File: src/scpl_pkg.sv
package scpl_pkg;

	// Two-wire framing
	localparam logic [7:0] DEV_ADDR       = 8'hB4;
	localparam logic [7:0] FUNC_CAPTION   = 8'h00;
	localparam logic [7:0] FUNC_CONTROL   = 8'h03;
	localparam logic [3:0] SLOT_STROBE    = 4'h8;
	localparam logic [1:0] LAST_BYTE      = 2'h3;
	localparam logic [5:0] CYC_LAST       = 6'h36;
	localparam logic [5:0] CYC_MAX        = 6'h3F;
	localparam logic [5:0] CYC_START      = 6'h00;

	// Preset pin modes, {high pin, low pin}
	localparam logic [1:0] MODE_SERIAL    = 2'h0;
	localparam logic [1:0] MODE_MASTER    = 2'h1;
	localparam logic [1:0] MODE_EMBEDDED  = 2'h2;
	localparam logic [1:0] MODE_EXT_SYNC  = 2'h3;

	localparam logic [31:0] PRESET_MASTER   = 32'h09080209;
	localparam logic [31:0] PRESET_EMBEDDED = 32'h1C080209;
	localparam logic [31:0] PRESET_EXT_SYNC = 32'h11080209;

	// Control register field positions
	localparam int FIRST_FIELD_CAPTION_BIT  = 19;
	localparam int SECOND_FIELD_CAPTION_BIT = 18;
	localparam int OUTPUT_BLACK_BIT         = 30;

	// Reset values
	localparam logic [31:0] CAPTION_RESET = 32'h00000000;
	localparam logic [31:0] CONTROL_RESET = 32'h00000000;
	localparam logic [3:0]  PIN_IDLE      = 4'h3;
	localparam logic [3:0]  SLOT_RESET    = 4'h0;
	localparam logic [1:0]  BYTE_RESET    = 2'h0;

	typedef enum logic [2:0] {
		ST_IDLE,
		ST_DEV,
		ST_FUNC,
		ST_DATA,
		ST_SKIP
	} scpl_state_e;

	typedef enum logic {
		TGT_CAPTION,
		TGT_CONTROL
	} scpl_target_e;

	typedef struct packed {
		logic [15:0] line21;
		logic [15:0] line284;
	} scpl_caption_s;

endpackage

File: src/scpl_loader.sv
`timescale 1ns/1ps
// Summary of operation
// - Data falling while clock high starts transaction
// - Data rising while clock high stops transaction
// - Device address shifted in cycles one-eight
// - Cycle nine decodes address; respond on match
// - Function address cycles 10-17, decoded at 18
// - Data bytes MSB first, strobe after each
// - Data line ignored during all strobe cycles
// - Own device address is 1011 0100
// - Function 00 caption, 03 control register
// - Every write carries exactly four bytes
// - Both fields: upper caption half feeds 284
// - Lower caption half feeds 21 or 284
// - Preset pins low: serial sets everything
// - Preset 01 forces control 09080209
// - Preset 10 forces control 1C080209
// - Preset 11 forces control 11080209
// - Control reads 0 and is flagged invalid until first write or preset
// - Preset mode overrides serial control writes
module scpl_loader import scpl_pkg::*; (
	input  wire logic    mclk_in,
	input  wire logic    sys_rst_in,
	input  wire logic    serial_clock_in,
	input  wire logic    serial_data_line_in,
	input  wire logic    mode_select_pin_low_in,
	input  wire logic    mode_select_pin_high_in,
	output logic [31:0]  caption_data_out,
	output logic [31:0]  encoder_control_out,
	output logic         control_valid_out,
	output scpl_caption_s caption_lines_out,
	output logic         output_black_out,
	output logic         caption_write_out,
	output logic         control_write_out,
	output logic         busy_out
);

	logic [3:0]   pin_raw;
	logic [3:0]   sync1_q;
	logic [3:0]   sync2_q;
	logic [3:0]   sync3_q;
	logic [3:0]   filt_d;
	logic [3:0]   filt_q;
	logic [3:0]   prev_q;
	logic         scl;
	logic         sda;
	logic [1:0]   mode;
	logic         scl_rise;
	logic         start_det;
	logic         stop_det;
	logic         bit_edge;
	scpl_state_e  state_q;
	scpl_target_e target_q;
	logic [5:0]   cyc_q;
	logic [3:0]   slot_q;
	logic [1:0]   byte_q;
	logic [7:0]   shift_q;
	logic [31:0]  data_q;
	logic         commit;
	logic         commit_ctl;
	logic         commit_cap;
	logic         en21;
	logic         en284;

	assign pin_raw = {mode_select_pin_high_in, mode_select_pin_low_in, serial_data_line_in, serial_clock_in};

	// Three-stage synchroniser; a level is taken once stages two and three agree
	always_ff @(posedge mclk_in) begin
		if (sys_rst_in) begin
			sync1_q <= PIN_IDLE;
			sync2_q <= PIN_IDLE;
			sync3_q <= PIN_IDLE;
			filt_q  <= PIN_IDLE;
			prev_q  <= PIN_IDLE;
		end else begin
			sync1_q <= pin_raw;
			sync2_q <= sync1_q;
			sync3_q <= sync2_q;
			filt_q  <= filt_d;
			prev_q  <= filt_q;
		end
	end

	for (genvar i = 0; i < 4; i++) begin : g_filt
		assign filt_d[i] = (sync2_q[i] == sync3_q[i]) ? sync2_q[i] : filt_q[i];
	end

	assign scl  = filt_q[0];
	assign sda  = filt_q[1];
	assign mode = filt_q[3:2];

	assign scl_rise  = scl & ~prev_q[0];
	assign start_det = scl & prev_q[0] & prev_q[1] & ~sda;
	assign stop_det  = scl & prev_q[0] & ~prev_q[1] & sda;
	assign bit_edge  = scl_rise & ~start_det & ~stop_det;

	// Commit on the strobe of the fourth byte, which is cycle 54
	assign commit     = bit_edge && (state_q == ST_DATA) && (slot_q == SLOT_STROBE) && (byte_q == LAST_BYTE);
	assign commit_cap = commit && (target_q == TGT_CAPTION);
	assign commit_ctl = commit && (target_q == TGT_CONTROL) && (mode == MODE_SERIAL);

	// Transaction framing
	always_ff @(posedge mclk_in) begin
		if (sys_rst_in) begin
			state_q  <= ST_IDLE;
			target_q <= TGT_CAPTION;
			cyc_q    <= CYC_START;
			slot_q   <= SLOT_RESET;
			byte_q   <= BYTE_RESET;
		end else if (start_det) begin
			state_q <= ST_DEV;
			cyc_q   <= CYC_START;
			slot_q  <= SLOT_RESET;
			byte_q  <= BYTE_RESET;
		end else if (stop_det) begin
			state_q <= ST_IDLE;
		end else if (scl_rise && state_q != ST_IDLE) begin
			if (cyc_q != CYC_MAX) begin
				cyc_q <= cyc_q + 6'h01;
			end
			slot_q <= (slot_q == SLOT_STROBE) ? SLOT_RESET : slot_q + 4'h1;
			case (state_q)
				ST_DEV: begin
					if (slot_q == SLOT_STROBE) begin
						state_q <= (shift_q == DEV_ADDR) ? ST_FUNC : ST_SKIP;
					end
				end
				ST_FUNC: begin
					if (slot_q == SLOT_STROBE) begin
						if (shift_q == FUNC_CAPTION) begin
							state_q  <= ST_DATA;
							target_q <= TGT_CAPTION;
						end else if (shift_q == FUNC_CONTROL) begin
							state_q  <= ST_DATA;
							target_q <= TGT_CONTROL;
						end else begin
							state_q <= ST_SKIP;
						end
					end
				end
				ST_DATA: begin
					if (slot_q == SLOT_STROBE) begin
						byte_q <= byte_q + 2'h1;
						if (byte_q == LAST_BYTE) begin
							state_q <= ST_SKIP;
						end
					end
				end
				default: begin
					state_q <= ST_SKIP;
				end
			endcase
		end
	end

	// Shifting of address and data bits; strobe cycles leave them untouched
	always_ff @(posedge mclk_in) begin
		if (sys_rst_in) begin
			shift_q <= 8'h00;
			data_q  <= CAPTION_RESET;
		end else if (start_det) begin
			shift_q <= 8'h00;
		end else if (bit_edge && slot_q != SLOT_STROBE) begin
			if (state_q == ST_DEV || state_q == ST_FUNC) begin
				shift_q <= {shift_q[6:0], sda};
			end
			if (state_q == ST_DATA) begin
				data_q <= {data_q[30:0], sda};
			end
		end
	end

	// Caption register
	always_ff @(posedge mclk_in) begin
		if (sys_rst_in) begin
			caption_data_out  <= CAPTION_RESET;
			caption_write_out <= 1'b0;
		end else begin
			caption_write_out <= commit_cap;
			if (commit_cap) begin
				caption_data_out <= data_q;
			end
		end
	end

	// Control register: presets force it, serial writes load it in serial mode
	always_ff @(posedge mclk_in) begin
		if (sys_rst_in) begin
			encoder_control_out <= CONTROL_RESET;
			control_valid_out   <= 1'b0;
			control_write_out   <= 1'b0;
		end else begin
			control_write_out <= commit_ctl;
			case (mode)
				MODE_MASTER: begin
					encoder_control_out <= PRESET_MASTER;
					control_valid_out   <= 1'b1;
				end
				MODE_EMBEDDED: begin
					encoder_control_out <= PRESET_EMBEDDED;
					control_valid_out   <= 1'b1;
				end
				MODE_EXT_SYNC: begin
					encoder_control_out <= PRESET_EXT_SYNC;
					control_valid_out   <= 1'b1;
				end
				default: begin
					if (commit_ctl) begin
						encoder_control_out <= data_q;
						control_valid_out   <= 1'b1;
					end
				end
			endcase
		end
	end

	assign en21  = encoder_control_out[FIRST_FIELD_CAPTION_BIT];
	assign en284 = encoder_control_out[SECOND_FIELD_CAPTION_BIT];

	// Caption routing to the two field lines
	always_ff @(posedge mclk_in) begin
		if (sys_rst_in) begin
			caption_lines_out <= '0;
			output_black_out  <= 1'b0;
			busy_out          <= 1'b0;
		end else begin
			caption_lines_out.line21 <= en21 ? caption_data_out[15:0] : 16'h0000;
			if (en21 && en284) begin
				caption_lines_out.line284 <= caption_data_out[31:16];
			end else if (en284) begin
				caption_lines_out.line284 <= caption_data_out[15:0];
			end else begin
				caption_lines_out.line284 <= 16'h0000;
			end
			output_black_out <= encoder_control_out[OUTPUT_BLACK_BIT];
			busy_out         <= (state_q != ST_IDLE);
		end
	end
endmodule

File: config.mk
export PLATFORM = sky130hd
export DESIGN_NAME = scpl_loader
export DESIGN_NICKNAME = d
export VERILOG_FILES = /design/src/scpl_pkg.sv /design/src/scpl_loader.sv
export SDC_FILE = /design/constraint.sdc
export NUM_CORES = 1
export LEC_CHECK = 0
export BUFFER_PORTS_ARGS = -buffer_cell sky130_fd_sc_hd__buf_2
export CORE_ASPECT_RATIO = 0.8
export CORE_MARGIN = 1.5
export CORE_UTILIZATION = 45
export DETAILED_ROUTE_END_ITERATION = 7
export PLACE_DENSITY_LB_ADDON = 0.08
export RECOVER_POWER = 100
export SLEW_MARGIN = 20
export SYNTH_ARGS = -nofsm -noshare
export SYNTH_HDL_FRONTEND = slang
export SYNTH_SLANG_ARGS = --single-unit
export TNS_END_PERCENT = 100
File: constraint.sdc
create_clock -name mclk_in -period 1.7 [get_ports mclk_in]
set_clock_uncertainty 0.05 [all_clocks]
set_input_delay 0.255 -clock mclk_in [delete_from_list [all_inputs] [get_ports mclk_in]]
set_output_delay 0.255 -clock mclk_in [all_outputs]
set_load 0.03 [all_outputs]
# == Yosys cells after proc, flatten, opt, wreduce, memory -nomap -nowiden ==
# Cells that the tools add are included.
# totals
inputBits,6
regBits,169
out_inout_bits,101
# classes
n_addsub,2
eq_ne,23
n_bitwise,15
n_mux,20
n_reduce_logical,28
# op_table
cell,count
$pmux 32 s3,1
$mux 16,2
$mux 32,1
$mux 3,7
$ne 4x4->1 const B,3
$reduce_and 5->1,2
$logic_and 1x1->1,9
$pmux 3 s3,1
$and 1x1->1,8
$eq 8x2->1 const B,1
$eq 8x8->1 const B,1
$logic_not 8->1,1
$ne 4x3->1 const B,2
$mux 1,7
$not 1->1,7
$eq 2x2->1 const B,3
$eq 3x2->1 const B,2
$reduce_and 6->1,1
$reduce_bool 3->1,2
$reduce_or 3->1,2
$add 4x1->4 const B,1
$eq 1x1->1,4
$eq 4x4->1 const B,1
$mux 4,1
other kinds (13),18

# == Logic depth before layout (Yosys ltp) ==
# Gate-level depths: netlist of run 1.
# logic_depth
ltp_word,13
depth_mapped,11

# == Worst setup path after synthesis of run 1 ==
# No wires, ideal clock.
# synth_path
kind,register to register
startpoint,register slot_q[0]
endpoint,register caption_data_out[10]
slack_ns,-0.209
path_stages_with_launch,12
path_buffers,4
arrival_ns,1.716
cell_sequence,dfxtp_1 > inv_1 > ha_1 > and3b_1 > buf_2 > and3_1 > buf_6 > and3b_1 > buf_6 > buf_12 > nand2_2 > a21oi_2
# synth_between
elab_chain_cells,4
# synth_rtl
item,line_no,text
start: declaration,scpl_loader.sv:55,logic [3:0] slot_q;
start signal: assignment,scpl_loader.sv:121,slot_q <= (slot_q == SLOT_STROBE) ? SLOT_RESET : slot_q + 4'h1;
$eq 4x4->1,scpl_loader.sv:98,assign commit = bit_edge && (state_q == ST_DATA) && (slot_q == SLOT_STROBE) && (byte_q == LAST_BYTE);
$logic_and 1x1->1 (2 in a row),scpl_loader.sv:98,
$logic_and 1x1->1,scpl_loader.sv:99,assign commit_cap = commit && (target_q == TGT_CAPTION);
end signal: assignment,scpl_loader.sv:181,caption_data_out <= data_q;
end: declaration,scpl_loader.sv:28,"output logic [31:0] caption_data_out,"
# No other way between the ends.
# A chain may end at the register's enable or synchronous reset.

# == Worst setup path in the final report of run 1 ==
# layout_path
startpoint,register slot_q[0]
endpoint,register caption_data_out[5]
# The elaborated chain is that of the path after synthesis.

==> results of run 1 <==
## logic make-up after synthesis
kind of cell	count (synthesis)	synth area share (%)
buf+inv	53	4.51
flops	169	53.9
compound gates	115	11.5
mux	29	4.63
xor+xnor	3	0.419
simple gates	308	23.4
fa+ha+maj	8	1.59
## worst min path at each step
stage / from / endpoint / slack, ns / depth (start not counted)
2_1_floorplan: serial_clock_in / sync1_q[0] / 0.31 / 1
3_3_place_gp: sync1_q[0] / sync2_q[0] / 0.34 / 1
3_5_place_dp: sync1_q[1] / sync2_q[1] / 0.35 / 1
4_1_cts: sys_rst_in / encoder_control_out[16] / 0.04 / 2
5_1_grt: sys_rst_in / encoder_control_out[17] / 0.05 / 2
6_report: sys_rst_in / encoder_control_out[17] / 0.04 / 2
## metrics by stage
step	setup WS [ns]	hold WS (ns)	total power, mW	instance area (um^2)
after floorplan	-0.107	0.309	4.14	6360
after global placement	-0.0933	0.342	4.17	7280
after detailed placement	-0.145	0.348	4.17	7280
after CTS	-0.124	0.0403	7.95	7920
after global routing	-0.171	0.0452	8.13	8310
final	-0.109	0.0445	7.90	8310
## cell type report
cell class	count	area share, %
Timing Repair Buffer	169	13.1
Tap cell	180	2.71
Clock buffer	25	5.84
Clock inverter	7	1.10
Sequential cell	169	40.7
Multi-Input combinational cell	465	36.3
Inverter	6	0.271
## repair_timing
action                                  in CTS  in global routing
cloned                                       0                  8
hold endpoints to repair                     4                  0
pin swaps                                    3                 34
hold buffers                                 4                  0
endpoints found under the setup margin      66                 75
gates resized for setup                      5                 85
buffers inserted                             2                  7
## flip-flops by register name, summed over array words and instances, names as in the netlist
name                 flops
control_valid_out        1
target_q                 1
byte_q                   2
slot_q                   4
control_write_out        1
state_q                  3
filt_q                   4
data_q                  32
sync1_q                  4
prev_q                   2
caption_write_out        1
sync2_q                  4
busy_out                 1
shift_q                  8
caption_data_out        32
caption_lines_out       32
output_black_out         1
encoder_control_out     32
sync3_q                  4
## synthesized netlist by cell type, drive strengths merged (2+ instances only)
| library cell | number | area, um^2 |
|---|---|---|
| mux2i | 29 | 290 |
| clkbuf | 27 | 101 |
| buf | 20 | 159 |
| and2 | 17 | 106 |
| dfxtp | 169 | 3380 |
| o21ai | 4 | 20.0 |
| a21oi | 97 | 598 |
| inv | 6 | 22.5 |
| nor2b | 10 | 62.6 |
| nor2 | 44 | 165 |
| xnor2 | 2 | 17.5 |
| o21bai | 2 | 15.0 |
| nand3b | 2 | 15.0 |
| nand4b | 2 | 17.5 |
| or2 | 9 | 56.3 |
| and3 | 3 | 20.0 |
| ha | 8 | 100 |
| o311ai | 2 | 17.5 |
| nor4 | 3 | 18.8 |
| a31oi | 2 | 12.5 |
| nand3 | 27 | 135 |
| nand2b | 5 | 33.8 |
| and3b | 2 | 17.5 |
| nor3b | 3 | 22.5 |
| nand2 | 165 | 694 |
| nor3 | 8 | 40.0 |
| nand4 | 4 | 25.0 |
| a211oi | 4 | 30.0 |
## power groups by stage
| stage | Sequential [mW] | Clock (mW) | Combinational [mW] |
|---|---|---|---|
| 2_1_floorplan | 4.07 | 0 | 0.0704 |
| 3_3_place_gp | 4.07 | 0 | 0.105 |
| 3_5_place_dp | 4.07 | 0 | 0.106 |
| 4_1_cts | 3.98 | 3.86 | 0.113 |
| 5_1_grt | 3.98 | 4.02 | 0.137 |
| 6_report | 3.98 | 3.79 | 0.127 |
## metal layers
| metal | routed length, um | vias to the layer above |
|---|---|---|
| met3 | 748 | 18 |
| met2 | 7200 | 94 |
| met5 | 0 | - |
| met4 | 227 | 0 |
| li1 | - | 2570 |
| met1 | 7490 | 2410 |
## layout by cell type, fill, tap and decap left out, types with 14 or more instances in the layout
| cell type | netlist | routed |
|---|---|---|
| clkbuf_16 | 0 | 20 |
| buf_6 | 2 | 14 |
| mux2i_1 | 29 | 29 |
| buf_4 | 1 | 31 |
| nand2_1 | 135 | 126 |
| nand2_2 | 30 | 21 |
| a21oi_1 | 67 | 50 |
| nand2_4 | 0 | 18 |
| nor2_1 | 44 | 41 |
| a21oi_2 | 30 | 47 |
| dfxtp_1 | 169 | 167 |
| clkbuf_1 | 27 | 108 |
| nand3_1 | 27 | 16 |
| and2_1 | 17 | 16 |
## worst max-delay path, stage by stage, from the launching register on
cell	delay [ns]
dfxtp_2	0.32
inv_2	0.07
ha_4	0.12
and3b_2	0.22
and3_4	0.19
and3b_2	0.30
buf_12	0.14
clkbuf_16	0.16
nand2_4	0.05
a21oi_2	0.11
==> out/results.tsv, run 1 <==
stage	metric	value	unit
setup_path	critPathMaxFanout	6	
setup_path	cp.required	2.01	ns
power_and_ir_drop	p_int	6.29	mW
sta	slew_headroom	28.1	%
sta	setup_viol	33	
setup_path	critPathCapture	caption_data_out[5]	
drt	vias_per_cell	4.99	
cts	cts_tree	done	
sta	finalCritPeriodShare	106	%
die	die_w	135	um
finish	seqCellArea	0.00339	mm^2
drt	first_pass_iters	4	
power_and_ir_drop	power.leakage	3.12	nW
yosys	synth_cell_type_count	45	
yosys	ys_seq_elements	169	
cts	h-tree-depth	4	
setup_path	r2r_end	caption_data_out[5]	
finish	nNetsFinal	842	
global_routing	antenna_found_initial	0	
global_routing	met2_usage	32.8	%
finish	multi_input_area	0.00301	mm^2
setup_path	cp-start-kind	flip-flop	
finish	final_cells	1021	
global_routing	grt_pass1_vias	4820	
finish	syn2layout_area_growth	32.4	%
global_routing	grt_pass1_wl	23.6	mm
setup_path	reg2reg_from	slot_q[0]	
finish	fin_util	61.1	%
drt	ant_nets	0	
drt	post_drt_wl_per_cell	15.3	um
yosys	avgSynthCellArea	9.16	um^2
setup_path	rrSetupSlack	-0.11	ns
yosys	seq_area_frac_synth	53.9	%
power_and_ir_drop	switching_share	20.4	%
die	start_util	46.2	%
setup_path	worstSetupStartpoint	slot_q[0]	
yosys	postSynthNetCount	699	
yosys	async_flop_share	0	%
global_routing	gr-usage-met1	27.4	%
placement	port_buffers	106	
power_and_ir_drop	max-vdd-ir-drop	0.798	mV
yosys	yosys_most_used_dff	dfxtp_1	
power_and_ir_drop	combPwrFrac	1.6	%
cts	clock_sinks	169	
sta	finalSetupTns	-1.95	ns
sta	rsz0062_at_grt	true	
global_routing	grtUsageMet3	4.65	%
yosys	synth_warnings	0	
setup_path	critPathKind	flip-flop to flip-flop	
sta	period_needed	1.81	ns
outcome	status	finished, violations left	
cts	clockRootBuffer	clkbuf_16	
job	drv_cap	0	
drt	drt_iter0_drc	253	
finish	diodes	0	
power_and_ir_drop	p_clk_share	48.0	%
cts	cts_inserted_buffers	17	
power_and_ir_drop	netSwitchingPower	1.61	mW
drt	wl	15.7	mm
power_and_ir_drop	power_density	951	mW/mm^2
sta	worst_slack	-0.109	ns
sta	finalHoldViolCount	0	
die	rows	38	
die	die_area	0.0147	mm^2
sta	worst_pin_slew	1.08	ns
yosys	synth_area	0.00628	mm^2
sta	slew_violations	0	
outcome	violations	setup timing	
die	die_h	109	um
die	core-area	0.0136	mm^2
placement	place.gp.congestion	0.796	
setup_path	r2r_cells	9	
global_routing	grt_max_degree	97	
cts	worstSkewPairLatency	0.43	ns
global_routing	busiest_layer	met2	
setup_path	endpoint_kind	flip-flop	
power_and_ir_drop	pwr-share-seq	50.4	%
cts	path_clk_slew	0.06	ns
die	io_pins	107	
drt	via_count	5092	
finish	nFillCells	1227	
yosys	synth_edf_count	0	
sta	max_freq	553	MHz
worst_hold_path	min-delay-path-class	input port to flip-flop	
finish	drive_gt1_share	26.4	%
drt	drc	0	
global_routing	globalRouteOverflowTotal	0	
placement	placed_cells	968	
global_routing	grt_use_total	20.7	%
yosys	synth_cells	685	
cts	clockBufferDepth	2	
setup_path	arrival	2.12	ns
placement	hpwl	10.2	mm
No activity file was read; power rests on OpenSTA's default activity.
==> run 2: changes to the inputs <==
Settings changed: CORE_MARGIN 1.5 to default.
==> run 2 against run 1 <==
Compared with the run above: the run still ends with setup timing left; power up 2.0%; die area down 1.7%; clock power up 4%; sequential power about the same; maximum frequency down 0.65%; largest power group unchanged; highest routed layer unchanged.
==> out/results.tsv, run 2 (synthesis gave the netlist of run 1 again) <==
stage	metric	value	unit
outcome	status	finished, violations left	
outcome	violations	setup timing	
sta	worst_slack	-0.121	ns
finish	nFillCells	1153	
finish	mostFrequentLayoutCells	dfxtp_1 (167), buf_2 (105), nand2_1 (76)	
sta	setup_viol	62	
drt	wl	15.9	mm
drt	drt_iter0_drc	343	
die	die_h	108	um
global_routing	globalRouteOverflowTotal	0	
setup_path	cp-start-kind	flip-flop	
die	rows	38	
setup_path	arrival	2.11	ns
setup_path	r2r_cells	8	
finish	fin_util	64.9	%
job	drv_cap	0	
die	die_w	134	um
cts	clockBufferDepth	2	
sta	max_freq	549	MHz
global_routing	antenna_found_initial	0	
worst_hold_path	hold_end	encoder_control_out[14]	
finish	nNetsFinal	844	
global_routing	grt_pass1_vias	4902	
cts	path_clk_slew	0.06	ns
finish	mostFrequentLayoutCell	dfxtp_1	
global_routing	grt_pass1_wl	25.3	mm
die	core-area	0.0136	mm^2
sta	period_needed	1.82	ns
worst_hold_path	holdPathStages	2	
cts	cts_tree	done	
finish	syn2layout_area_growth	40.7	%
cts	clock_sinks	169	
setup_path	critPathTopFamily	simple AND/OR/NAND/NOR gates	
placement	port_buffers	106	
drt	first_pass_iters	4	
placement	place.gp.congestion	0.797	
placement	hpwl	10.2	mm
die	die_area	0.0144	mm^2
finish	drive_gt1_share	45.5	%
sta	finalSetupTns	-4.51	ns
sta	finalCritPeriodShare	107	%
worst_hold_path	holdCritStartpoint	sys_rst_in	
power_and_ir_drop	power.leakage	3.66	nW
power_and_ir_drop	max-vdd-ir-drop	0.734	mV
setup_path	critPathMaxFanout	4	
sta	slew_violations	0	
cts	worstSkewPairLatency	0.42	ns
global_routing	grt_max_degree	73	
sta	rsz0062_at_grt	true	
setup_path	endpoint_kind	flip-flop	
setup_path	r2r_end	state_q[0]	
power_and_ir_drop	power_density	912	mW/mm^2
drt	ant_nets	0	
setup_path	cpPeakStageDelay	0.47	ns
finish	diodes	0	
setup_path	worst-path-buf-inv	2	
sta	finalHoldViolCount	0	
setup_path	cp.required	1.99	ns
placement	dp_slack	-0.139	ns
drt	via_count	5179	
die	io_pins	107	
cts	clockRootBuffer	clkbuf_16	
setup_path	critPathKind	flip-flop to flip-flop	
setup_path	path_cells	inv_2 -> ha_4 -> and3b_2 -> buf_6 -> o22ai_2 -> a211oi_2 -> or4b_1 -> o211ai_1	
setup_path	cp.depth	8	
setup_path	reg2reg_from	slot_q[0]	
setup_path	rrSetupSlack	-0.12	ns
cts	h-tree-depth	4	
drt	post_drt_wl_per_cell	15.6	um
cts	cts_inserted_buffers	17	
setup_path	slowest_stage	or4b_1	
sta	slew_headroom	30.1	%
die	start_util	46.2	%
worst_hold_path	min-delay-path-class	input port to flip-flop	
sta	hold_ws	0.0351	ns
drt	vias_per_cell	5.07	
global_routing	grt_use_total	22.8	%
drt	drc	0	
sta	worst_pin_slew	1.05	ns
run 2: changes by cell type in the layout (fill, tap and decap cells not counted), sizes merged:
cell      previous run  this run
bufinv               2         3
clkbuf             132        22
nand2              166       165
buf                 58       166
inv                  6         7
clkinvlp             1         3
run 2: how the worst max path moves through the flow:
stage              start             endpoint  slack (ns)
2_1_floorplan  slot_q[1]  caption_data_out[9]       -0.11
3_5_place_dp   slot_q[1]           state_q[0]       -0.14
6_report       slot_q[0]           state_q[0]       -0.12
4_1_cts        slot_q[0]           state_q[0]       -0.14
3_3_place_gp   slot_q[1]           state_q[0]       -0.09
5_1_grt        slot_q[1]           state_q[0]       -0.20
run 2: through the flow:
| step | std cells | area (um^2) | power [mW] |
|---|---|---|---|
| floorplan | 685 | 6360 | 4.14 |
| global placement | 968 | 7280 | 4.17 |
| detailed placement | 968 | 7280 | 4.17 |
| CTS | 1021 | 8510 | 8.12 |
| global route | 1022 | 8830 | 8.33 |
| finish | 1022 | 8830 | 8.06 |
run 2: repair_timing:
item,4_1_cts,5_1_grt
cloned,9,3
hold buffers,4,0
hold endpoints to repair,4,0
gates resized for setup,100,77
setup endpoints to repair,66,77
pin swaps,35,40
setup buffers,9,3
run 2: report_power, final:
| part | internal [mW] | leakage (nW) | switching, mW |
|---|---|---|---|
| Combinational | 0.0453 | 2.01 | 0.0870 |
| Sequential | 3.97 | 1.36 | 0.00497 |
| Clock | 2.38 | 0.288 | 1.57 |
run 2: routing by layer:
metal | up-vias | wire [um] | GRT usage, %
met5 | - | 0 | 0
met4 | 0 | 162 | 7.46
met3 | 10 | 751 | 5.79
met2 | 118 | 7290 | 34.6
met1 | 2474 | 7720 | 31.6
li1 | 2577 | - | -
run 2: layout make-up:
cell class,instances,area (um^2),area share (%)
Sequential cell,169,3390,38.4
Tap cell,180,225,2.55
Clock buffer,20,457,5.17
Inverter,6,22.5,0.255
Clock inverter,11,145,1.64
Timing Repair Buffer,172,1360,15.4
Multi-Input combinational cell,464,3230,36.6
